### config.mk
export PLATFORM = sky130hd
export DESIGN_NAME = eft_top
export DESIGN_NICKNAME = d
export VERILOG_FILES = /design/src/eft_pkg.sv /design/src/eft_top.sv
export SDC_FILE = /design/constraint.sdc
export NUM_CORES = 1
export LEC_CHECK = 0
export ABC_CLOCK_PERIOD_IN_PS = 2600
export BUFFER_PORTS_ARGS = -buffer_cell sky130_fd_sc_hd__buf_2
export CAP_MARGIN = 10
export CORE_ASPECT_RATIO = 1.1
export CORE_UTILIZATION = 54
export CTS_CLUSTER_DIAMETER = 200
export DETAILED_ROUTE_END_ITERATION = 8
export PLACE_DENSITY_LB_ADDON = 0.05
export SLEW_MARGIN = 20
export SYNTH_ARGS = -nofsm -noshare
export SYNTH_HDL_FRONTEND = slang
export SYNTH_SLANG_ARGS = --single-unit
### constraint.sdc
create_clock -name mclk -period 2.6 [get_ports mclk]
set_input_delay 0.52 -clock mclk [delete_from_list [all_inputs] [get_ports mclk]]
set_output_delay 0.52 -clock mclk [all_outputs]
set_load 0.01 [all_outputs]
### src/eft_pkg.sv
// Purpose: Shared constants and types of the error flag and address
//          translation configuration block.
// Assumes: Register index times four is the AHB byte address.
// Notes:   Indexes below 0x20 follow the device map.
package eft_pkg;

    localparam int unsigned IDX_W = 6;
    localparam logic [IDX_W-1:0] IDX_CTRL = 6'h08;
    localparam logic [IDX_W-1:0] IDX_SRC_A = 6'h09;
    localparam logic [IDX_W-1:0] IDX_DST_A = 6'h0A;
    localparam logic [IDX_W-1:0] IDX_SRC_B = 6'h0B;
    localparam logic [IDX_W-1:0] IDX_DST_B = 6'h0C;
    localparam logic [IDX_W-1:0] IDX_DET_LIM = 6'h0F;
    localparam logic [IDX_W-1:0] IDX_DET_CNT = 6'h10;
    localparam logic [IDX_W-1:0] IDX_CORR_LIM = 6'h11;
    localparam logic [IDX_W-1:0] IDX_CORR_CNT = 6'h12;
    localparam logic [IDX_W-1:0] IDX_IRQ_STAT = 6'h20;
    localparam logic [IDX_W-1:0] IDX_IRQ_CLR = 6'h21;
    localparam logic [IDX_W-1:0] IDX_IRQ_EN = 6'h22;

    // Control and address register field positions.
    localparam int unsigned CTRL_MATCH_BIT = 4;
    localparam int unsigned CTRL_STAG_BIT = 3;
    localparam int unsigned CTRL_AUTO_BIT = 2;
    localparam int unsigned CTRL_SRC_LSB = 0;
    localparam int unsigned ADDR_LSB = 1;

    // Interrupt status bit positions.
    localparam int unsigned IRQ_FLAG_BIT = 0;
    localparam int unsigned IRQ_CLR_BIT = 1;
    localparam int unsigned IRQ_W = 2;

    localparam int unsigned CNT_DET = 0;
    localparam int unsigned CNT_CORR = 1;
    localparam logic [7:0] CNT_MAX = 8'hFF;

    localparam logic [1:0] SRC_DET = 2'h0;
    localparam logic [1:0] SRC_CORR = 2'h1;

    // Auto clear delay: 1 us at 200 MHz.
    localparam int unsigned CLK_MHZ = 200;
    localparam int unsigned AUTO_CLR_NS = 1000;
    localparam int unsigned AUTO_CLR_CYC = AUTO_CLR_NS * CLK_MHZ / 1000;
    localparam int unsigned TMR_W = 8;

    typedef struct packed {
        logic width_match;
        logic stagger_off;
        logic auto_clear;
        logic [1:0] flag_source;
    } eft_ctrl_t;

    localparam eft_ctrl_t CTRL_RESET = '{1'b0, 1'b0, 1'b0, 2'h0};

    typedef struct packed {
        logic valid;
        logic [6:0] addr;
    } eft_i2c_addr_t;

    typedef enum logic [0:0] {
        CLR_IDLE = 1'b0,
        CLR_WAIT = 1'b1
    } eft_clr_state_t;

endpackage : eft_pkg

### src/eft_top.sv
// Purpose: AHB-Lite register bank for error flag selection, automatic
//          error counter clearing and I2C address translation.
// Assumes: Error event inputs and the I2C address come from logic on mclk.
// Notes:   Reads take one wait state, writes none.
// Summary of operation
// - Width match bit: 1 means equal, resets 0.
// - Stagger off bit disables staggered outputs.
// - Auto clear zeroes counters 1 us after flag.
// - Auto clear off leaves counters and flag.
// - Source 00 detected, 01 corrected over limit.
// - Source 10/11 flags either counter over limit.
// - Source address A in bits 7:1.
// - Destination address A in bits 7:1.
// - Source address B in bits 7:1.
// - Destination address B in bits 7:1.
// - Two 8-bit counters with writable limits.
`timescale 1ns/100ps
module eft_top
    import eft_pkg::*;
(
    input wire logic mclk,
    input wire logic nrst,
    input wire logic hsel,
    input wire logic [31:0] haddr,
    input wire logic [1:0] htrans,
    input wire logic hwrite,
    input wire logic [2:0] hsize,
    input wire logic [31:0] hwdata,
    input wire logic hready,
    output logic hreadyout,
    output logic hresp,
    output logic [31:0] hrdata,
    input wire logic det_err_evt,
    input wire logic corr_err_evt,
    input wire eft_i2c_addr_t i2c_addr_in,
    output eft_i2c_addr_t i2c_addr_out,
    output logic err_flag,
    output logic width_match,
    output logic stagger_off,
    output logic irq
);

    function automatic logic hit(input logic [IDX_W-1:0] a,
                                 input logic [IDX_W-1:0] idx);
        hit = (a == idx);
    endfunction : hit

    logic wr_pend_q;
    logic rd_pend_q;
    logic [IDX_W-1:0] addr_q;
    logic ready_q;
    logic [31:0] rdata_q;
    eft_ctrl_t ctrl_q;
    logic [6:0] src_a_q;
    logic [6:0] dst_a_q;
    logic [6:0] src_b_q;
    logic [6:0] dst_b_q;
    logic [7:0] cnt_q [2];
    logic [7:0] lim_q [2];
    logic [1:0] evt;
    logic [1:0] over;
    logic flag_d;
    logic flag_q;
    logic cnt_clear;
    eft_clr_state_t clr_state_q;
    logic [TMR_W-1:0] tmr_q;
    logic [IRQ_W-1:0] stat_q;
    logic [IRQ_W-1:0] en_q;
    logic [IRQ_W-1:0] stat_set;
    logic irq_q;
    eft_i2c_addr_t i2c_q;
    logic take;
    logic wr_ctrl;
    logic [31:0] rd_mux;

    assign take = hsel & htrans[1] & hready;
    assign evt = {corr_err_evt, det_err_evt};

    // Address phase capture; reads stall one cycle so that the data phase
    // of a preceding write is already committed when read data are formed.
    always_ff @(posedge mclk) begin
        if (!nrst) begin
            wr_pend_q <= 1'b0;
            rd_pend_q <= 1'b0;
            addr_q <= '0;
            ready_q <= 1'b1;
        end else begin
            wr_pend_q <= take & hwrite;
            rd_pend_q <= take & ~hwrite;
            if (take) begin
                addr_q <= haddr[IDX_W+1:2];
            end
            if (take & ~hwrite) begin
                ready_q <= 1'b0;
            end else if (rd_pend_q) begin
                ready_q <= 1'b1;
            end
        end
    end

    always_comb begin
        rd_mux = '0;
        unique case (1'b1)
            hit(addr_q, IDX_CTRL): begin
                rd_mux[CTRL_MATCH_BIT] = ctrl_q.width_match;
                rd_mux[CTRL_STAG_BIT] = ctrl_q.stagger_off;
                rd_mux[CTRL_AUTO_BIT] = ctrl_q.auto_clear;
                rd_mux[CTRL_SRC_LSB+:2] = ctrl_q.flag_source;
            end
            hit(addr_q, IDX_SRC_A): rd_mux[ADDR_LSB+:7] = src_a_q;
            hit(addr_q, IDX_DST_A): rd_mux[ADDR_LSB+:7] = dst_a_q;
            hit(addr_q, IDX_SRC_B): rd_mux[ADDR_LSB+:7] = src_b_q;
            hit(addr_q, IDX_DST_B): rd_mux[ADDR_LSB+:7] = dst_b_q;
            hit(addr_q, IDX_DET_LIM): rd_mux[7:0] = lim_q[CNT_DET];
            hit(addr_q, IDX_DET_CNT): rd_mux[7:0] = cnt_q[CNT_DET];
            hit(addr_q, IDX_CORR_LIM): rd_mux[7:0] = lim_q[CNT_CORR];
            hit(addr_q, IDX_CORR_CNT): rd_mux[7:0] = cnt_q[CNT_CORR];
            hit(addr_q, IDX_IRQ_STAT): rd_mux[IRQ_W-1:0] = stat_q;
            hit(addr_q, IDX_IRQ_EN): rd_mux[IRQ_W-1:0] = en_q;
            default: rd_mux = '0;
        endcase
    end

    always_ff @(posedge mclk) begin
        if (!nrst) begin
            rdata_q <= '0;
        end else if (rd_pend_q) begin
            rdata_q <= rd_mux;
        end
    end

    assign wr_ctrl = wr_pend_q & hit(addr_q, IDX_CTRL);

    // Match and stagger off bits drive the pins directly; match is a software-owned
    // statement that both ends use the same input width.
    always_ff @(posedge mclk) begin
        if (!nrst) begin
            ctrl_q <= CTRL_RESET;
        end else if (wr_ctrl) begin
            ctrl_q.width_match <= hwdata[CTRL_MATCH_BIT];
            ctrl_q.stagger_off <= hwdata[CTRL_STAG_BIT];
            ctrl_q.auto_clear <= hwdata[CTRL_AUTO_BIT];
            ctrl_q.flag_source <= hwdata[CTRL_SRC_LSB+:2];
        end
    end

    // Translation addresses; bit 0 of each register is reserved.
    always_ff @(posedge mclk) begin
        if (!nrst) begin
            src_a_q <= '0;
            dst_a_q <= '0;
            src_b_q <= '0;
            dst_b_q <= '0;
        end else if (wr_pend_q) begin
            if (hit(addr_q, IDX_SRC_A)) begin
                src_a_q <= hwdata[ADDR_LSB+:7];
            end
            if (hit(addr_q, IDX_DST_A)) begin
                dst_a_q <= hwdata[ADDR_LSB+:7];
            end
            if (hit(addr_q, IDX_SRC_B)) begin
                src_b_q <= hwdata[ADDR_LSB+:7];
            end
            if (hit(addr_q, IDX_DST_B)) begin
                dst_b_q <= hwdata[ADDR_LSB+:7];
            end
        end
    end

    // Error counters saturate at their maximum; the auto clear wins over
    // an event in the same cycle.
    generate
        for (genvar i = 0; i < 2; i++) begin : g_cnt
            localparam logic [IDX_W-1:0] LIM_IDX =
                (i == CNT_DET) ? IDX_DET_LIM : IDX_CORR_LIM;
            always_ff @(posedge mclk) begin
                if (!nrst) begin
                    cnt_q[i] <= '0;
                end else if (cnt_clear) begin
                    cnt_q[i] <= '0;
                end else if (evt[i] && cnt_q[i] != CNT_MAX) begin
                    cnt_q[i] <= cnt_q[i] + 8'h01;
                end
            end
            always_ff @(posedge mclk) begin
                if (!nrst) begin
                    lim_q[i] <= '0;
                end else if (wr_pend_q && hit(addr_q, LIM_IDX)) begin
                    lim_q[i] <= hwdata[7:0];
                end
            end
            assign over[i] = cnt_q[i] > lim_q[i];
        end
    endgenerate

    always_comb begin
        unique case (ctrl_q.flag_source)
            SRC_DET: flag_d = over[CNT_DET];
            SRC_CORR: flag_d = over[CNT_CORR];
            default: flag_d = over[CNT_DET] | over[CNT_CORR];
        endcase
    end

    always_ff @(posedge mclk) begin
        if (!nrst) begin
            flag_q <= 1'b0;
        end else begin
            flag_q <= flag_d;
        end
    end

    // Auto clear timer starts on the rising edge of the flag; with the
    // feature off the counters and flag are left alone.
    always_ff @(posedge mclk) begin
        if (!nrst) begin
            clr_state_q <= CLR_IDLE;
            tmr_q <= '0;
        end else begin
            unique case (clr_state_q)
                CLR_IDLE: begin
                    if (flag_d & ~flag_q & ctrl_q.auto_clear) begin
                        clr_state_q <= CLR_WAIT;
                        tmr_q <= TMR_W'(AUTO_CLR_CYC - 1);
                    end
                end
                CLR_WAIT: begin
                    if (!ctrl_q.auto_clear) begin
                        clr_state_q <= CLR_IDLE;
                    end else if (tmr_q == '0) begin
                        clr_state_q <= CLR_IDLE;
                    end else begin
                        tmr_q <= tmr_q - 1'b1;
                    end
                end
            endcase
        end
    end

    assign cnt_clear = (clr_state_q == CLR_WAIT) && ctrl_q.auto_clear &&
                       (tmr_q == '0);

    // Sticky interrupt status; a new event wins over a clear write.
    always_comb begin
        stat_set = '0;
        stat_set[IRQ_FLAG_BIT] = flag_d & ~flag_q;
        stat_set[IRQ_CLR_BIT] = cnt_clear;
    end

    always_ff @(posedge mclk) begin
        if (!nrst) begin
            stat_q <= '0;
        end else if (wr_pend_q && hit(addr_q, IDX_IRQ_CLR)) begin
            stat_q <= (stat_q & ~hwdata[IRQ_W-1:0]) | stat_set;
        end else begin
            stat_q <= stat_q | stat_set;
        end
    end

    always_ff @(posedge mclk) begin
        if (!nrst) begin
            en_q <= '0;
        end else if (wr_pend_q && hit(addr_q, IDX_IRQ_EN)) begin
            en_q <= hwdata[IRQ_W-1:0];
        end
    end

    always_ff @(posedge mclk) begin
        if (!nrst) begin
            irq_q <= 1'b0;
        end else begin
            irq_q <= |(stat_q & en_q);
        end
    end

    // Address translation of forwarded I2C transactions.
    always_ff @(posedge mclk) begin
        if (!nrst) begin
            i2c_q <= '0;
        end else begin
            i2c_q.valid <= i2c_addr_in.valid;
            if (i2c_addr_in.addr == src_a_q) begin
                i2c_q.addr <= dst_a_q;
            end else if (i2c_addr_in.addr == src_b_q) begin
                i2c_q.addr <= dst_b_q;
            end else begin
                i2c_q.addr <= i2c_addr_in.addr;
            end
        end
    end

    assign hreadyout = ready_q;
    assign hresp = 1'b0;
    assign hrdata = rdata_q;
    assign err_flag = flag_q;
    assign width_match = ctrl_q.width_match;
    assign stagger_off = ctrl_q.stagger_off;
    assign irq = irq_q;
    assign i2c_addr_out = i2c_q;

endmodule : eft_top

==> impl_metrics.json, run 1 <==
{
  "arrival_ns": 2.49,
  "final_max_slew_viol_count": 0,
  "ys_ff_latch": 105,
  "finalWirelength_um": 14200,
  "cp.required_ns": 2.66,
  "yosys.cell_types.count": 62,
  "ant_nets": 0,
  "path_cells": "inv_1, ha_1, or3b_2, o31a_2, nand2_1, a31o_2, nand2_1",
  "path_buf_inv": 1,
  "grt.total_usage": 0.280,
  "synth_edf_count": 32,
  "cp_slowest_cell": "or3b_2",
  "status": "completed",
  "rsz0062_at_grt": "false",
  "grt_max_degree": 25,
  "clk_path_buf_depth": 2,
  "synth-async-reset-ratio": 0,
  "p_per_area_nw_per_um2": 509,
  "min_period_ns": 2.43,
  "cap_violations": 0,
  "cpMostUsedCell": "nand2_1",
  "crit_family": "simple AND/OR/NAND/NOR gates",
  "area_growth_pct": 8.81,
  "tightest_slew_ns": 0.655,
  "cp-end-kind": "register",
  "synthDominantCellAreaShare": 0.260,
  "post_cts_buffers": 0,
  "io_buffers": 50,
  "ctsResizeCount": 0,
  "dp_slack_ns": 0.216,
  "crit_type": "reg -> reg",
  "diodes": 0,
  "io_pins": 130,
  "wl_per_cell_um": 18.0,
  "syn-mean-instance-area_um2": 9.12,
  "max-slew-margin-rel": 0.561,
  "layout.cells.non_filler": 788,
  "place_congestion": 0.886,
  "drtIter0Drc": 399,
  "hold_viol_final": 0,
  "synth_commonest_cells": "dfxtp_1, nand2_1, nor2_1",
  "numCtsBuffers": 9,
  "die_height_um": 109,
  "die_area_um2": 10800,
  "drc_errors": 0,
  "final_nets": 766,
  "yosysWarnings": 0,
  "ys_seq_area_frac": 0.431,
  "hold_path_class": "in -> reg",
  "finalClockSkew_ns": 0.0189,
  "grt_pass1_vias": 4436,
  "clk_latency_ns": 0.39,
  "yosys_most_used_dff": "dfxtp_1",
  "synthCells": 617,
  "cts.clk_slew.worst_paths_ns": 0.11,
  "leakage_nw": 2.45,
  "place_area_um2": 5940,
  "ir_drop_v": 0.000268,
  "first_pass_iters": 5,
  "setup_ws_ns": 0.174,
  "rows": 38,
  "setup_violations": 0,
  "dp_hpwl_um": 10700,
  "fin_setup_tns_ns": 0,
  "crit_path_max_incr_delay_ns": 0.52,
  "max_freq_mhz": 412,
  "postCtsHoldBufs": 0,
  "antenna_found_initial": 0,
  "die_w_um": 99.3,
  "coreArea_um2": 9980,
  "clock_sinks": 105,
  "fin_area_um2": 6120,
  "hold-worst-slack_ns": 0.314,
  "worstSetupStartpointType": "register",
  "syn_area_um2": 5620,
  "htree_levels": 3,
  "cts_root_buf": "clkbuf_8",
  "routed-via-count": 4652,
  "cts_tree": "yes",
  "synthTopCellsByArea": "dfxtp_1, edfxtp_1, mux2i_1",
  "grt_pass1_wl_um": 23000,
  "worstPathMaxFanout": 8,
  "dp_cells": 772,
  "grt_remaining_overflow": 0,
  "initial_core_util": 0.563,
  "drive_above_1_share": 0.153,
  "synth.most_common_cell": "dfxtp_1",
  "timing.final.crit_share": 0.933,
  "vias_per_cell": 5.90,
  "yosysTopAreaCell": "dfxtp_1"
}
-- layout by cell type, fill, tap and decap left out, drive strengths merged, types with 10 or more instances in the layout --
cell and count:
dfxtp 73, buf 69, nand2 59, nor2 46, a21oi 45, nand3 43, mux2i 33, edfxtp 32
inv 28, conb 25, o21ai 20, ha 19, and2 19, xor2 18, xnor2 11, a22oi 10
clkbuf 10
-- flip-flops by register name, summed over array words and instances, names as in the netlist --
name	count
wr_pend_q	1
en_q	2
hrdata	8
addr_q	6
rd_pend_q	1
src_b_q	7
tmr_q	8
cnt_q	16
err_flag	1
lim_q	16
irq	1
ctrl_q	3
dst_b_q	7
hreadyout	1
clr_state_q	1
stat_q	2
stagger_off	1
width_match	1
i2c_addr_out	8
src_a_q	7
dst_a_q	7
-- power by group --
part | internal (mW) | switching, mW | leakage [nW]
sequential | 1.74 | 0.0560 | 0.927
clock | 0.386 | 0.603 | 0.0980
combinational | 0.130 | 0.206 | 1.42
total | 2.25 | 0.865 | 2.45
-- final timing paths --
check                         start                        end  slack (ns)  depth (start not counted)
max           tmr_q[0]$_SDFFE_PN0P_  cnt_q[0][4]$_SDFFCE_PN0P_        0.17                          7
min                          hwrite       rd_pend_q$_SDFF_PN0_        0.31                          2
max reg2reg   tmr_q[0]$_SDFFE_PN0P_  cnt_q[0][4]$_SDFFCE_PN0P_        0.17                          7
min reg2reg  hreadyout$_SDFFE_PN1P_     hreadyout$_SDFFE_PN1P_        0.47                          2
-- through the flow --
stage                      util  power [mW]
after floorplan               -        2.05
after global placement    0.594        2.15
after detailed placement  0.594        2.16
after CTS                 0.613        3.12
after global routing      0.613        3.23
final                     0.613        3.12
-- cells by family (layout without fill, tap and decap cells) --
logic type / count (synthesis) / in the layout / share of synthesized area
xor gates and xnor gates: 29 / 29 / 0.0452
buffers and inverters: 82 / 109 / 0.0732
adders and majority gates: 19 / 19 / 0.0423
and+or+nand+nor: 225 / 225 / 0.204
AOI/OAI and AO/OA: 123 / 123 / 0.145
DFF: 105 / 105 / 0.431
other: 1 / 25 / 0.000667
muxes: 33 / 33 / 0.0587
-- area by class of cell --
cell class	instances	area (um2)
Multi-Input combinational cell	454	2880
Timing Repair Buffer	69	393
Clock buffer	10	138
Tap cell	120	150
Inverter	24	90.1
Clock inverter	6	46.3
Sequential cell	105	2420
Fill cell	906	3860
-- per-layer routing --
layer | track usage | part of all wire
met1 | 0.360 | 0.43
met2 | 0.470 | 0.49
met3 | 0.0417 | 0.055
met4 | 0.121 | 0.024
met5 | 0 | 0
Power figures use the tool's default switching activity.
==> run 2: changes to the inputs <==
CORE_UTILIZATION = 35   (was 54)
==> impl_metrics.json, run 2 (synthesis results as in run 1) <==
{
  "hold_viol_final": 0,
  "drive_above_1_share": 0.171,
  "tightest_slew_ns": 0.656,
  "dp_hpwl_um": 12200,
  "place_congestion": 0.811,
  "hold-worst-slack_ns": 0.352,
  "cap_violations": 0,
  "status": "completed",
  "finalClockSkew_ns": 0.00893,
  "drtIter0Drc": 325,
  "path_cells": "inv_1, ha_1, or3b_2, o31a_2, nand2_1, a31o_2, nand2_1",
  "rsz0062_at_grt": "false",
  "io_buffers": 50,
  "worstPathMaxFanout": 8,
  "cts_root_buf": "clkbuf_16",
  "coreArea_um2": 15700,
  "crit_type": "reg -> reg",
  "crit_path_max_incr_delay_ns": 0.52,
  "fin_setup_tns_ns": 0,
  "routed-via-count": 4661,
  "initial_core_util": 0.359,
  "cp-end-kind": "register",
  "grt_remaining_overflow": 0,
  "grt_pass1_wl_um": 25400,
  "numCtsBuffers": 9,
  "worstSetupStartpointType": "register",
  "arrival_ns": 2.42,
  "grt_max_degree": 25,
  "clk_path_buf_depth": 2,
  "clk_latency_ns": 0.35,
  "drc_errors": 0,
  "wl_per_cell_um": 18.2,
  "final_cell_mix": "dfxtp_1, nand2_1, buf_2",
  "rrSetupSlack_ns": 0.21,
  "p_per_area_nw_per_um2": 547,
  "diodes": 0,
  "cp.required_ns": 2.63,
  "setup_violations": 0,
  "area_growth_pct": 14.6,
  "reg.largest.list": "cnt_q: 16 flops, lim_q: 16 flops",
  "dp_cells": 867,
  "ctsResizeCount": 0,
  "hold_path_class": "in -> reg",
  "antenna_found_initial": 0,
  "max-slew-margin-rel": 0.561,
  "die_height_um": 135,
  "min_period_ns": 2.39,
  "grt.total_usage": 0.205,
  "ir_drop_v": 0.000303,
  "post_cts_buffers": 0,
  "grt_pass1_vias": 4486,
  "die_area_um2": 16600,
  "postCtsHoldBufs": 0,
  "io_pins": 130,
  "clock_sinks": 105,
  "max_freq_mhz": 418,
  "cts_tree": "yes",
  "final_nets": 781,
  "final_max_slew_viol_count": 0,
  "first_pass_iters": 7,
  "timing.final.crit_share": 0.920,
  "leakage_nw": 2.58,
  "final_common_cell": "dfxtp_1",
  "rows": 48,
  "htree_levels": 3,
  "ant_nets": 0,
  "total_power_mw": 3.53,
  "cp_slowest_cell": "or3b_2",
  "layout.cells.non_filler": 883,
  "cpMostUsedCell": "nand2_1",
  "die_w_um": 123,
  "vias_per_cell": 5.28,
  "fin_area_um2": 6450,
  "place_area_um2": 6150,
  "cts.clk_slew.worst_paths_ns": 0.07,
  "finalWirelength_um": 16100
}
[run 2: cell types whose count changed in the layout (fill, tap and decap cells not counted), sizes merged]
cell | previous run | this run
clkinv | 2 | 3
inv | 28 | 26
buf | 69 | 84
clkbuf | 10 | 11
[run 2: area by class of cell]
type	count	area (um2)
clock inverter	5	35.0
fill	1576	9230
tap	200	250
multi-input combinational	454	2880
timing repair buffer	84	505
sequential	105	2420
inverter	24	90.1
clock buffer	11	264
[run 2: path summary, 6_finish.rpt]
path / start / endpoint / depth (start not counted)
hold / removal: hwrite / rd_pend_q$_SDFF_PN0_ / 2
hold reg to reg: hreadyout$_SDFFE_PN1P_ / hreadyout$_SDFFE_PN1P_ / 2
setup / recovery: tmr_q[0]$_SDFFE_PN0P_ / cnt_q[0][2]$_SDFFCE_PN0P_ / 7
setup reg to reg: tmr_q[0]$_SDFFE_PN0P_ / cnt_q[0][2]$_SDFFCE_PN0P_ / 7
[run 2: power by group]
part	switching, mW	internal [mW]
sequential	0.0455	1.73
clock	0.638	0.738
combinational	0.226	0.144
[run 2: routing by layer]
layer | track usage | vias to the layer above | routed length [um]
met3 | 0.0270 | 16 | 529
li1 | - | 2288 | -
met5 | 0 | - | 0
met2 | 0.339 | 112 | 7780
met4 | 0.0589 | 0 | 269
met1 | 0.276 | 2245 | 7480
[run 2: per-stage QoR]
stage	worst slack [ns]	util
after floorplan	0.454	-
after global placement	0.269	0.392
after detailed placement	0.226	0.392
after CTS	0.175	0.411
after global routing	0.0542	0.411
final	0.209	0.411
[run 2: worst max-delay path: cells and delay by family (launching register included)]
kind / cells / cell delay (ns)
AND/OR/NAND/NOR: 3 / 0.90
AO/OA/AOI/OAI: 2 / 0.58
flip-flops: 1 / 0.35
adder cells (fa/ha/maj): 1 / 0.16
buffers and inverters: 1 / 0.09
